<file path="src/design/mef_map.vh">
`ifndef MEF_MAP_VH
`define MEF_MAP_VH

// ****************************************
// register byte offsets
// ****************************************
`define MEF_OFS_FLAGS_LO  6'h00
`define MEF_OFS_FLAGS_HI  6'h04
`define MEF_OFS_CLEAR_LO  6'h08
`define MEF_OFS_CLEAR_HI  6'h0c
`define MEF_OFS_QFLAGS    6'h10
`define MEF_OFS_QCLEAR    6'h14
`define MEF_OFS_INT_STAT  6'h18
`define MEF_OFS_INT_MASK  6'h1c

// ****************************************
// field layout
// ****************************************
`define MEF_NCH           64
`define MEF_HALF          32
`define MEF_NQ            8
`define MEF_INT_ERR_BIT   0

// ****************************************
// reset values
// ****************************************
`define MEF_RST_FLAGS     32'h0000_0000
`define MEF_RST_QFLAGS    8'h00
`define MEF_RST_INT       1'b0

`endif

</file>
<file path="src/design/mef_flags.v">
// The Wishbone interface to the registers and the placing of the registers are this design's own decisions.
`timescale 1ns/1ps
`default_nettype none
`include "mef_map.vh"

module mef_flags (
    // clock and reset
    input  wire        clk_i,
    input  wire        rst_i,
    // wishbone slave
    input  wire        wb_cyc_i,
    input  wire        wb_stb_i,
    input  wire        wb_we_i,
    input  wire [5:0]  wb_adr_i,
    input  wire [3:0]  wb_sel_i,
    input  wire [31:0] wb_dat_i,
    output reg  [31:0] wb_dat_o,
    output reg         wb_ack_o,
    output reg         wb_err_o,
    // dma channel events, one-cycle pulses
    input  wire [63:0] manual_trig_i,
    input  wire [63:0] chain_trig_i,
    input  wire [63:0] hw_trig_i,
    input  wire [63:0] null_entry_i,
    input  wire [63:0] serviced_i,
    // quick dma events, one-cycle pulses
    input  wire [7:0]  quick_trig_i,
    input  wire [7:0]  quick_null_i,
    input  wire [7:0]  quick_serviced_i,
    // controller error flags held elsewhere
    input  wire        ctrl_err_any_i,
    // error interrupt
    output reg         err_pulse_o,
    output reg         irq_o
);

    // ****************************************
    // state
    // ****************************************
    reg  [63:0] flags_r;
    reg  [63:0] flags_nxt;
    reg  [7:0]  qflags_r;
    reg  [7:0]  qflags_nxt;
    reg         any_err_r;
    reg         int_stat_r;
    reg         int_mask_r;

    wire [63:0] miss_man;
    wire [63:0] miss_chn;
    wire [63:0] miss_hw;
    wire [7:0]  miss_q;
    wire [63:0] chan_set;
    wire [7:0]  quick_set;
    wire        any_err_nxt;
    wire        err_evt;
    wire        int_stat_nxt;
    wire        int_mask_nxt;

    // ****************************************
    // bus decode
    // ****************************************
    wire        take;
    wire        wr;
    wire        hit;
    wire [31:0] wmask;
    reg  [31:0] rdata;

    assign take = wb_cyc_i & wb_stb_i & ~wb_ack_o & ~wb_err_o;
    assign wr   = take & wb_we_i;
    assign wmask = {{8{wb_sel_i[3]}}, {8{wb_sel_i[2]}},
                    {8{wb_sel_i[1]}}, {8{wb_sel_i[0]}}};

    wire wr_clr_lo;
    wire wr_clr_hi;
    wire wr_qclr;
    wire wr_istat;
    wire wr_imask;
    wire [31:0] wbits;

    assign wbits     = wb_dat_i & wmask;
    assign wr_clr_lo = wr & (wb_adr_i == `MEF_OFS_CLEAR_LO);
    assign wr_clr_hi = wr & (wb_adr_i == `MEF_OFS_CLEAR_HI);
    assign wr_qclr   = wr & (wb_adr_i == `MEF_OFS_QCLEAR);
    assign wr_istat  = wr & (wb_adr_i == `MEF_OFS_INT_STAT);
    assign wr_imask  = wr & (wb_adr_i == `MEF_OFS_INT_MASK);

    // ****************************************
    // missed-event detection
    // ****************************************
    // each trigger type keeps its own outstanding event;
    // one service pulse retires all three types of a channel
    mef_pend #(
        .W(`MEF_NCH)
    ) pend_man_u (
        .clk_i      (clk_i),
        .rst_i      (rst_i),
        .trig_i     (manual_trig_i),
        .serviced_i (serviced_i),
        .miss_o     (miss_man)
    );

    mef_pend #(
        .W(`MEF_NCH)
    ) pend_chn_u (
        .clk_i      (clk_i),
        .rst_i      (rst_i),
        .trig_i     (chain_trig_i),
        .serviced_i (serviced_i),
        .miss_o     (miss_chn)
    );

    mef_pend #(
        .W(`MEF_NCH)
    ) pend_hw_u (
        .clk_i      (clk_i),
        .rst_i      (rst_i),
        .trig_i     (hw_trig_i),
        .serviced_i (serviced_i),
        .miss_o     (miss_hw)
    );

    mef_pend #(
        .W(`MEF_NQ)
    ) pend_q_u (
        .clk_i      (clk_i),
        .rst_i      (rst_i),
        .trig_i     (quick_trig_i),
        .serviced_i (quick_serviced_i),
        .miss_o     (miss_q)
    );

    assign chan_set = miss_man | miss_chn | miss_hw
                    | null_entry_i;
    assign quick_set = miss_q
                     | quick_null_i;

    // ****************************************
    // sticky flags
    // ****************************************
    always @* begin
        flags_nxt = flags_r;
        if (wr_clr_lo) begin
            flags_nxt[31:0] = flags_r[31:0] & ~wbits;
        end
        if (wr_clr_hi) begin
            flags_nxt[63:32] = flags_r[63:32] & ~wbits;
        end
        flags_nxt = flags_nxt | chan_set;
    end

    always @* begin
        qflags_nxt = qflags_r;
        if (wr_qclr) begin
            qflags_nxt = qflags_r & ~wbits[7:0];
        end
        qflags_nxt = qflags_nxt | quick_set;
    end

    always @(posedge clk_i) begin
        if (rst_i) begin
            flags_r  <= {`MEF_RST_FLAGS, `MEF_RST_FLAGS};
            qflags_r <= `MEF_RST_QFLAGS;
        end else begin
            flags_r  <= flags_nxt;
            qflags_r <= qflags_nxt;
        end
    end

    // ****************************************
    // error interrupt gating
    // ****************************************
    // fires only when some flag rises out of an all-clear state
    // controller errors count as error flags for re-arming
    assign any_err_nxt = (|flags_nxt) | (|qflags_nxt) | ctrl_err_any_i;
    assign err_evt = any_err_nxt & ~any_err_r;

    // status set wins over a write-one clear in the same cycle
    assign int_stat_nxt = err_evt
                        | (int_stat_r
                           & ~(wr_istat & wbits[`MEF_INT_ERR_BIT]));
    assign int_mask_nxt = wr_imask ? wbits[`MEF_INT_ERR_BIT]
                                   : int_mask_r;

    always @(posedge clk_i) begin
        if (rst_i) begin
            any_err_r   <= 1'b0;
            err_pulse_o <= 1'b0;
            int_stat_r  <= `MEF_RST_INT;
            int_mask_r  <= `MEF_RST_INT;
            irq_o       <= 1'b0;
        end else begin
            any_err_r   <= any_err_nxt;
            err_pulse_o <= err_evt;
            int_stat_r  <= int_stat_nxt;
            int_mask_r  <= int_mask_nxt;
            irq_o       <= int_stat_nxt & int_mask_nxt;
        end
    end

    // ****************************************
    // read mux
    // ****************************************
    assign hit = (wb_adr_i == `MEF_OFS_FLAGS_LO)
               | (wb_adr_i == `MEF_OFS_FLAGS_HI)
               | (wb_adr_i == `MEF_OFS_CLEAR_LO)
               | (wb_adr_i == `MEF_OFS_CLEAR_HI)
               | (wb_adr_i == `MEF_OFS_QFLAGS)
               | (wb_adr_i == `MEF_OFS_QCLEAR)
               | (wb_adr_i == `MEF_OFS_INT_STAT)
               | (wb_adr_i == `MEF_OFS_INT_MASK);

    always @* begin
        case (wb_adr_i)
            `MEF_OFS_FLAGS_LO: begin
                rdata = flags_r[31:0];
            end
            `MEF_OFS_FLAGS_HI: begin
                rdata = flags_r[63:32];
            end
            `MEF_OFS_QFLAGS: begin
                rdata = {24'h000000, qflags_r};
            end
            `MEF_OFS_INT_STAT: begin
                rdata = {31'h00000000, int_stat_r};
            end
            `MEF_OFS_INT_MASK: begin
                rdata = {31'h00000000, int_mask_r};
            end
            default: begin
                rdata = 32'h0000_0000;
            end
        endcase
    end

    // ****************************************
    // bus answer
    // ****************************************
    always @(posedge clk_i) begin
        if (rst_i) begin
            wb_ack_o <= 1'b0;
            wb_err_o <= 1'b0;
            wb_dat_o <= 32'h0000_0000;
        end else begin
            wb_ack_o <= take & hit;
            wb_err_o <= take & ~hit;
            if (take & ~wb_we_i & hit) begin
                wb_dat_o <= rdata;
            end else begin
                wb_dat_o <= 32'h0000_0000;
            end
        end
    end

endmodule // mef_flags

// ****************************************
// outstanding-event tracker
// ****************************************
module mef_pend #(
    parameter W = 64
) (
    // clock and reset
    input  wire         clk_i,
    input  wire         rst_i,
    // events, one-cycle pulses
    input  wire [W-1:0] trig_i,
    input  wire [W-1:0] serviced_i,
    // second event while one is outstanding
    output wire [W-1:0] miss_o
);

    // ****************************************
    // pending events
    // ****************************************
    reg [W-1:0] pend_r;

    // a trigger in the cycle of its service is not a miss
    assign miss_o = trig_i & pend_r & ~serviced_i;

    always @(posedge clk_i) begin
        if (rst_i) begin
            pend_r <= {W{1'b0}};
        end else begin
            pend_r <= (pend_r & ~serviced_i) | trig_i;
        end
    end

endmodule // mef_pend

`default_nettype wire

</file>
<file path="config.mk">
export PLATFORM = sky130hd
export DESIGN_NAME = mef_flags
export DESIGN_NICKNAME = d
export VERILOG_FILES = /design/src/design/mef_flags.v
export VERILOG_INCLUDE_DIRS = /design/src /design/src/design
export SDC_FILE = /design/constraint.sdc
export NUM_CORES = 1
export LEC_CHECK = 0
export BUFFER_PORTS_ARGS = -buffer_cell sky130_fd_sc_hd__buf_2
export CORE_AREA = 2 2 167 169
export CTS_CLUSTER_SIZE = 16
export DETAILED_ROUTE_END_ITERATION = 16
export DIE_AREA = 0 0 169 171
export MAX_ROUTING_LAYER = met4
export PLACE_DENSITY = 0.83
export SLEW_MARGIN = 20
export SYNTH_ARGS = -nofsm -noshare
export SYNTH_HDL_FRONTEND = slang
export SYNTH_HIERARCHICAL = 1
export SYNTH_SLANG_ARGS = --single-unit
</file>
<file path="constraint.sdc">
create_clock -name clk_i -period 6.9 [get_ports clk_i]
set_input_delay 0.345 -clock clk_i [delete_from_list [all_inputs] [get_ports clk_i]]
set_output_delay 0.345 -clock clk_i [all_outputs]
set_load 0.005 [all_outputs]
</file>
==> results of run 1 <==
[tightest hold or removal path, delay by kind of cell]
family          cells  cell delay [ns]
simple gates        1             0.07
compound gates      1             0.05
buf+inv             1             0.08
[cells by family (layout without fill, tap and decap cells)]
| family | Yosys count | count (layout) |
|---|---|---|
| buffers and inverters | 269 | 697 |
| AOI/OAI and AO/OA | 316 | 316 |
| and+or+nand+nor | 721 | 721 |
| other | 0 | 9 |
| muxes | 1 | 1 |
| DFF | 311 | 311 |
[cells in the final DEF, fill, tap and decap left out, types with 19 or more instances in the layout]
master,count
a22oi_1,24
nand4_1,56
dfxtp_1,311
clkbuf_16,37
buf_2,426
nand2_1,19
nor4bb_1,24
nand2b_1,193
a21oi_1,73
a21oi_2,173
nor2_1,305
inv_1,203
or4_1,67
[power by group through the flow]
stage | clock, uW | combinational (uW) | sequential, uW
finish | 2010 | 500 | 1950
detailed placement | 0 | 491 | 1990
floorplan | 0 | 315 | 1980
global route | 2110 | 547 | 1960
global placement | 0 | 477 | 1990
CTS | 2040 | 496 | 1950
[metrics by stage]
step | util | hold WS (ns)
global route | 0.638 | 0.0759
global placement | 0.591 | 0.409
detailed placement | 0.591 | 0.413
CTS | 0.637 | 0.0465
finish | 0.638 | 0.0654
floorplan | - | 0.401
[synthesized netlist by cell type (2+ instances only)]
cell        n  share of area
nor4bb_1   24          0.017
or2_2       2        0.00089
buf_2       9         0.0032
a22oi_1    24          0.013
or4_1      67          0.036
nand3_1    18         0.0064
clkbuf_1   31         0.0082
buf_6       5         0.0040
buf_4       2         0.0011
a21oi_1    73          0.026
a21o_1      4         0.0021
nand2_1    19         0.0051
a222oi_1    8         0.0057
nand4_1    56          0.025
a21oi_4    15          0.017
dfxtp_1   311           0.44
or3_1       2        0.00089
and3_1      3         0.0013
and4b_1     2         0.0014
a211oi_1   12         0.0064
nand2b_1  193          0.086
o21ai_0     2        0.00071
nor4_1      4         0.0018
inv_1     203          0.054
and4bb_2    2         0.0018
and4_1      2         0.0012
a41oi_1     2         0.0012
nand2b_4    8         0.0078
a21oi_2   173           0.11
buf_12     18          0.026
nor2_1    305          0.081
nor2b_1     4         0.0018
nor3_1      3         0.0011
[registers in the layout, summed over array words and instances, names as in the netlist]
name,flops
err_pulse_o,1
wb_ack_o,1
int_stat_r,1
any_err_r,1
pend_q_u/pend_r,8
pend_chn_u/pend_r,64
flags_r,64
int_mask_r,1
irq_o,1
pend_man_u/pend_r,64
wb_err_o,1
qflags_r,8
pend_hw_u/pend_r,64
wb_dat_o,32
[routing by layer]
layer	up-vias	track usage	part of all wire
met3	134	0.0611	0.083
met5	-	-	0
met4	0	0.137	0.045
met2	615	0.484	0.48
li1	6213	-	-
met1	5986	0.337	0.39
[how the worst min path moves through the flow]
stage / startpoint / to / slack, ns / cells past startpoint
final: quick_null_i[1] / qflags_r[1] / 0.07 / 3
after global routing: hw_trig_i[34] / pend_hw_u/pend_r[34] / 0.08 / 3
after CTS: quick_null_i[0] / qflags_r[0] / 0.05 / 3
after detailed placement: any_err_r / err_pulse_o / 0.41 / 1
after global placement: any_err_r / err_pulse_o / 0.41 / 1
after floorplan: any_err_r / err_pulse_o / 0.40 / 1
[cell type report]
| type | count | area, um^2 |
|---|---|---|
| Tap cell | 346 | 433 |
| Antenna cell | 9 | 22.5 |
| Fill cell | 2281 | 9890 |
| Multi-Input combinational cell | 1038 | 6550 |
| Clock inverter | 10 | 206 |
| Clock buffer | 51 | 1040 |
| Inverter | 203 | 762 |
| Sequential cell | 311 | 6230 |
| Timing Repair Buffer | 433 | 2190 |
==> out/qor.csv, run 1 <==
metric;value;unit
run_status;finished, final reports clean;
die_height;171;um
post_drt_wl_per_cell;17.7;um
final.min_clock_period;3.63;ns
comb_power_share;0.112;
critPathArrivalTime;3.99;ns
area_growth_syn_to_layout;23.4;%
drt_first_iter_violations;1124;
dpl_worst_slack;3.30;ns
async_flop_share;0;
grt_overflow_total;0;
post-route-drc-count;0;
worstSetupStartpointType;flop;
critical_path_class;reg -> reg;
holdCritPathClass;in -> reg;
num_rows;61;
max-vdd-ir-drop;0.000163;V
htreeDepth;2;
final_hold_vio_count;0;
pin_count;428;
place.gp.congestion;0.956;
buffer_ports.inserted;427;
crit_path_max_fanout;43;
placed_cells_incl_taps;2331;
synth-xor-area-share;0;
final_number_of_setup_violating_endpoints;0;
detail_route.first_pass.iterations;6;
antenna_violating_nets_left;0;
critPathSlowestCell;and4bb_2;
reg2reg_to;err_pulse_o;
die_width;169;um
final_net_count;2414;
ctsResizeCount;0;
r2r_setup_slack;3.27;ns
path_buf_inv;0;
power.leakage;0.00795;uW
die-area;28900;um^2
design_area;17400;um^2
cts_buffer_depth;3;
worst_skew_pair.late_latency;0.52;ns
routed_via_density;5.39;
number_of_antenna_violations_at_the_first_check_in_global_routing;9;
mappedNetlistNets;2010;
detailed_place_hpwl;32500;um
crit_path_end;err_pulse_o;
relSlewSlack;0.267;
synth-compound-area-share;0.181;
worstPathCellList;and4bb_2 > a41oi_1 > nor4_1 > nand4_1 > or4_1 > or4_1 > nor3_1 > nor3_1;
clock_root_buffer;clkbuf_16;
sequential_cell_fraction_of_total_power;0.438;
synth_adder_area_share;0;
pnr_worst_setup_slack;3.27;ns
postCtsSetupBuffers;0;
p_int;3390;uW
final_min_period_over_clock_period;0.526;
crit_cells;8;
numClockSinks;311;
gr-usage-all-layers;0.290;
critical_path.top_delay_family;simple AND/OR/NAND/NOR gates;
synth.mux.area_fraction;0.000709;
r2r-start;wb_err_o;
yosysUniqueCellTypes;45;
grt_pass1_wl;64200;um
cts_tree;built;
total_power;4460;uW
switching_power;1070;uW
maxSlewViolCount;0;
yosys.area_share.simple;0.281;
power_per_cell_area;256;nW/um^2
instance_area_after_placement;16200;um^2
worst-slew-pin-transition;1.10;ns
ff2ff_path_depth;8;
cts_made_buffers;35;
max_cap_violations;0;
worst_path_largest_cell_delay;0.94;ns
post_synth_instance_area;14100;um^2
maximum_clock_skew_at_final_layout;0.0201;ns
vias;12900;
grt_max_degree;81;
layout-drive-gt1-share;0.338;
ys_seq_elements;311;
largest_family_of_logic_cells_by_synthesized_area;simple AND/OR/NAND/NOR gates;
syn_inst;1618;
worst_setup_hold_path_clk_slew;0.06;ns
synth_edf_count;0;
required;7.26;ns
ys.warnings.count;6;
clock_power_share;0.450;
first_global_vias;12600;
placeableCoreArea;27300;um^2
sw_frac_of_total;0.240;
avgSynthCellArea;8.73;um^2
setup_tns;0;ns
final-instance-count-excl-fill;2401;
setup.worst_path.end_class;flop;
ctsHoldBuffers;0;
critical_path.startpoint;wb_err_o;
routed_wl;42600;um
unrepaired_setup_endpoints_after_global_routing;no;
synth_flop_type;dfxtp_1;
start_util;0.517;
share_of_synthesized_area_occupied_by_flip_flops_and_latches;0.441;
fmax;0.276;GHz
Power figures use the tool's default switching activity.
==> inputs of run 2 (changes only) <==
--- a/config.mk
+++ b/config.mk
@@ -6,13 +6,14 @@
 export SDC_FILE = /design/constraint.sdc
 export NUM_CORES = 1
 export LEC_CHECK = 0
+export ABC_AREA = 1
 export BUFFER_PORTS_ARGS = -buffer_cell sky130_fd_sc_hd__buf_2
-export CORE_AREA = 2 2 167 169
+export CORE_MARGIN = 2
+export CORE_UTILIZATION = 47
 export CTS_CLUSTER_SIZE = 16
 export DETAILED_ROUTE_END_ITERATION = 16
-export DIE_AREA = 0 0 169 171
 export MAX_ROUTING_LAYER = met4
-export PLACE_DENSITY = 0.83
+export PLACE_DENSITY = 0.78
 export SLEW_MARGIN = 20
 export SYNTH_ARGS = -nofsm -noshare
 export SYNTH_HDL_FRONTEND = slang
==> constraint.sdc (replaced) <==
create_clock -name clk_i -period 3 [get_ports clk_i]
set_input_delay 0.15 -clock clk_i [delete_from_list [all_inputs] [get_ports clk_i]]
set_output_delay 0.15 -clock clk_i [all_outputs]
set_load 0.005 [all_outputs]
==> out/qor.csv, run 2 <==
metric;value;unit
detailed_place_hpwl;33300;um
final_number_of_setup_violating_endpoints;0;
synth_top_cell_by_area;dfxtp_1;
worstSetupStartpointType;flop;
area_growth_syn_to_layout;54.0;%
final_min_period_over_clock_period;0.813;
antenna_violating_nets_left;0;
cts_made_buffers;36;
grt_overflow_total;0;
holdCritPathClass;in -> reg;
fmax;0.410;GHz
detail_route.first_pass.iterations;6;
mappedNetlistNets;2420;
setup_tns;0;ns
layout-drive-gt1-share;0.243;
yosysMostFrequentCell;nand2_1;
worstPathCellList;nor2_2 > nand3_4 > nor2_4 > buf_4 > nand2_1 > nand2_1 > nand2_1 > nor2_1 > nand2_1 > nor2_1 > nand2_1 > nor2_2 > nand3_2 > nand2_2 > a21oi_1;
placeableCoreArea;30600;um^2
yosys.area.top_type_share;0.426;
pin_count;428;
maximum_clock_skew_at_final_layout;0.0164;ns
number_of_antenna_violations_at_the_first_check_in_global_routing;21;
synth_edf_count;0;
synth_flop_type;dfxtp_1;
first_global_vias;18100;
yosysUniqueCellTypes;28;
final_cell_mix;nand2_1 (475), inv_1 (463), dlygate4sd3_1 (436), buf_2 (426), nor2_1 (334);
ys_seq_elements;311;
required;3.37;ns
path_common_cell;nand2_1;
htreeDepth;2;
routed_wl;58800;um
final_hold_vio_count;0;
share_of_synthesized_area_occupied_by_flip_flops_and_latches;0.426;
routed_via_density;5.08;
critPathSlowestCell;nor2_4;
synth_area_leaders;dfxtp_1 (43%), nand2_1 (12%), inv_1 (12%);
run_status;finished, final reports clean;
grt_pass1_wl;91900;um
final_net_count;3289;
worst_path_largest_cell_delay;0.44;ns
critical_path.startpoint;wb_err_o;
total_power;10800;uW
num_rows;64;
post_synth_most_frequent_cells;nand2_1 (475), inv_1 (463), nor2_1 (336);
die_height;180;um
final.min_clock_period;2.44;ns
clock_root_buffer;clkbuf_16;
postCtsSetupBuffers;0;
max_cap_violations;0;
final_util;0.735;
critPathArrivalTime;2.81;ns
buffer_ports.inserted;427;
start_util;0.477;
power_per_cell_area;481;nW/um^2
die-area;32500;um^2
pnr_worst_setup_slack;0.561;ns
vias;17000;
cts_tree;built;
min_from;null_entry_i[4];
unrepaired_setup_endpoints_after_global_routing;no;
avgSynthCellArea;7.20;um^2
worst-slew-pin-transition;0.973;ns
post_synth_instance_area;14600;um^2
ys.warnings.count;6;
worst_setup_hold_path_clk_slew;0.06;ns
drt_first_iter_violations;1330;
critical_path_class;reg -> reg;
mostFrequentLayoutCell;nand2_1;
max-vdd-ir-drop;0.000359;V
place.gp.congestion;0.899;
syn_inst;2028;
design_area;22500;um^2
power.leakage;0.0116;uW
worst_skew_pair.late_latency;0.51;ns
r2r-start;wb_err_o;
relSlewSlack;0.345;
numClockSinks;311;
crit_path_max_fanout;18;
setup.worst_path.end_class;flop;
instance_area_after_placement;16900;um^2
cts_buffer_depth;3;
async_flop_share;0;
dpl_worst_slack;0.592;ns
maxSlewViolCount;0;
die_width;180;um
post-route-drc-count;0;
post_drt_wl_per_cell;17.6;um
grt_max_degree;98;
gr-usage-all-layers;0.364;
run 2: through the flow:
stage	hold slack [ns]	std cells
5_1_grt	0.0476	3338
6_report	0.0403	3338
3_3_place_gp	0.412	2819
4_1_cts	0.00149	3316
3_5_place_dp	0.422	2819
2_1_floorplan	0.232	2028
run 2: what timing repair did:
action,CTS,global route
hold buffers,436,0
hold endpoints to repair,239,0
gates resized for setup,0,0
run 2: area by class of cell:
type	instances	area, um^2
multi-input combinational	1204	6090
clock inverter	10	130
inverter	464	1740
tap	396	495
antenna	22	55.1
fill	2012	8100
sequential	311	6230
clock buffer	51	1080
timing repair buffer	880	6660
run 2: worst paths after layout:
kind / to / slack, ns / cells after the start
worst max-delay path: irq_o / 0.56 / 15
worst min-delay path: flags_r[4] / 0.04 / 4
worst max register to register: irq_o / 0.56 / 15
worst min register to register: wb_dat_o[5] / 0.48 / 2
run 2: critical path: cells and delay by family (launching register included):
family                 cells  cell delay (ns)
and+or+nand+nor           13             1.64
DFF                        1             0.34
buffers and inverters      1             0.25
AOI/OAI and AO/OA          1             0.07
run 2: routing by layer:
layer  up-vias  GRT usage  part of all wire  routed length, um
met4         0      0.269             0.082               4800
met2      1026      0.607              0.48              28000
met3       351     0.0758             0.082               4800
met1      7712      0.380              0.36              21200
met5         -          -                 0                  0
li1       7882          -                 -                  -
run 2: cell families after synthesis:
group	after synthesis	share of synthesized area
flip-flops	311	0.426
buffers and inverters	513	0.157
AO/OA/AOI/OAI	317	0.174
AND/OR/NAND/NOR	887	0.243
run 2: power by group:
group	total (uW)	leakage [uW]	switching [uW]	internal (uW)
logic	1810	0.00839	915	895
registers	4500	0.00259	107	4390
clock network	4520	0.000595	1760	2750
total	10800	0.0116	2790	8040
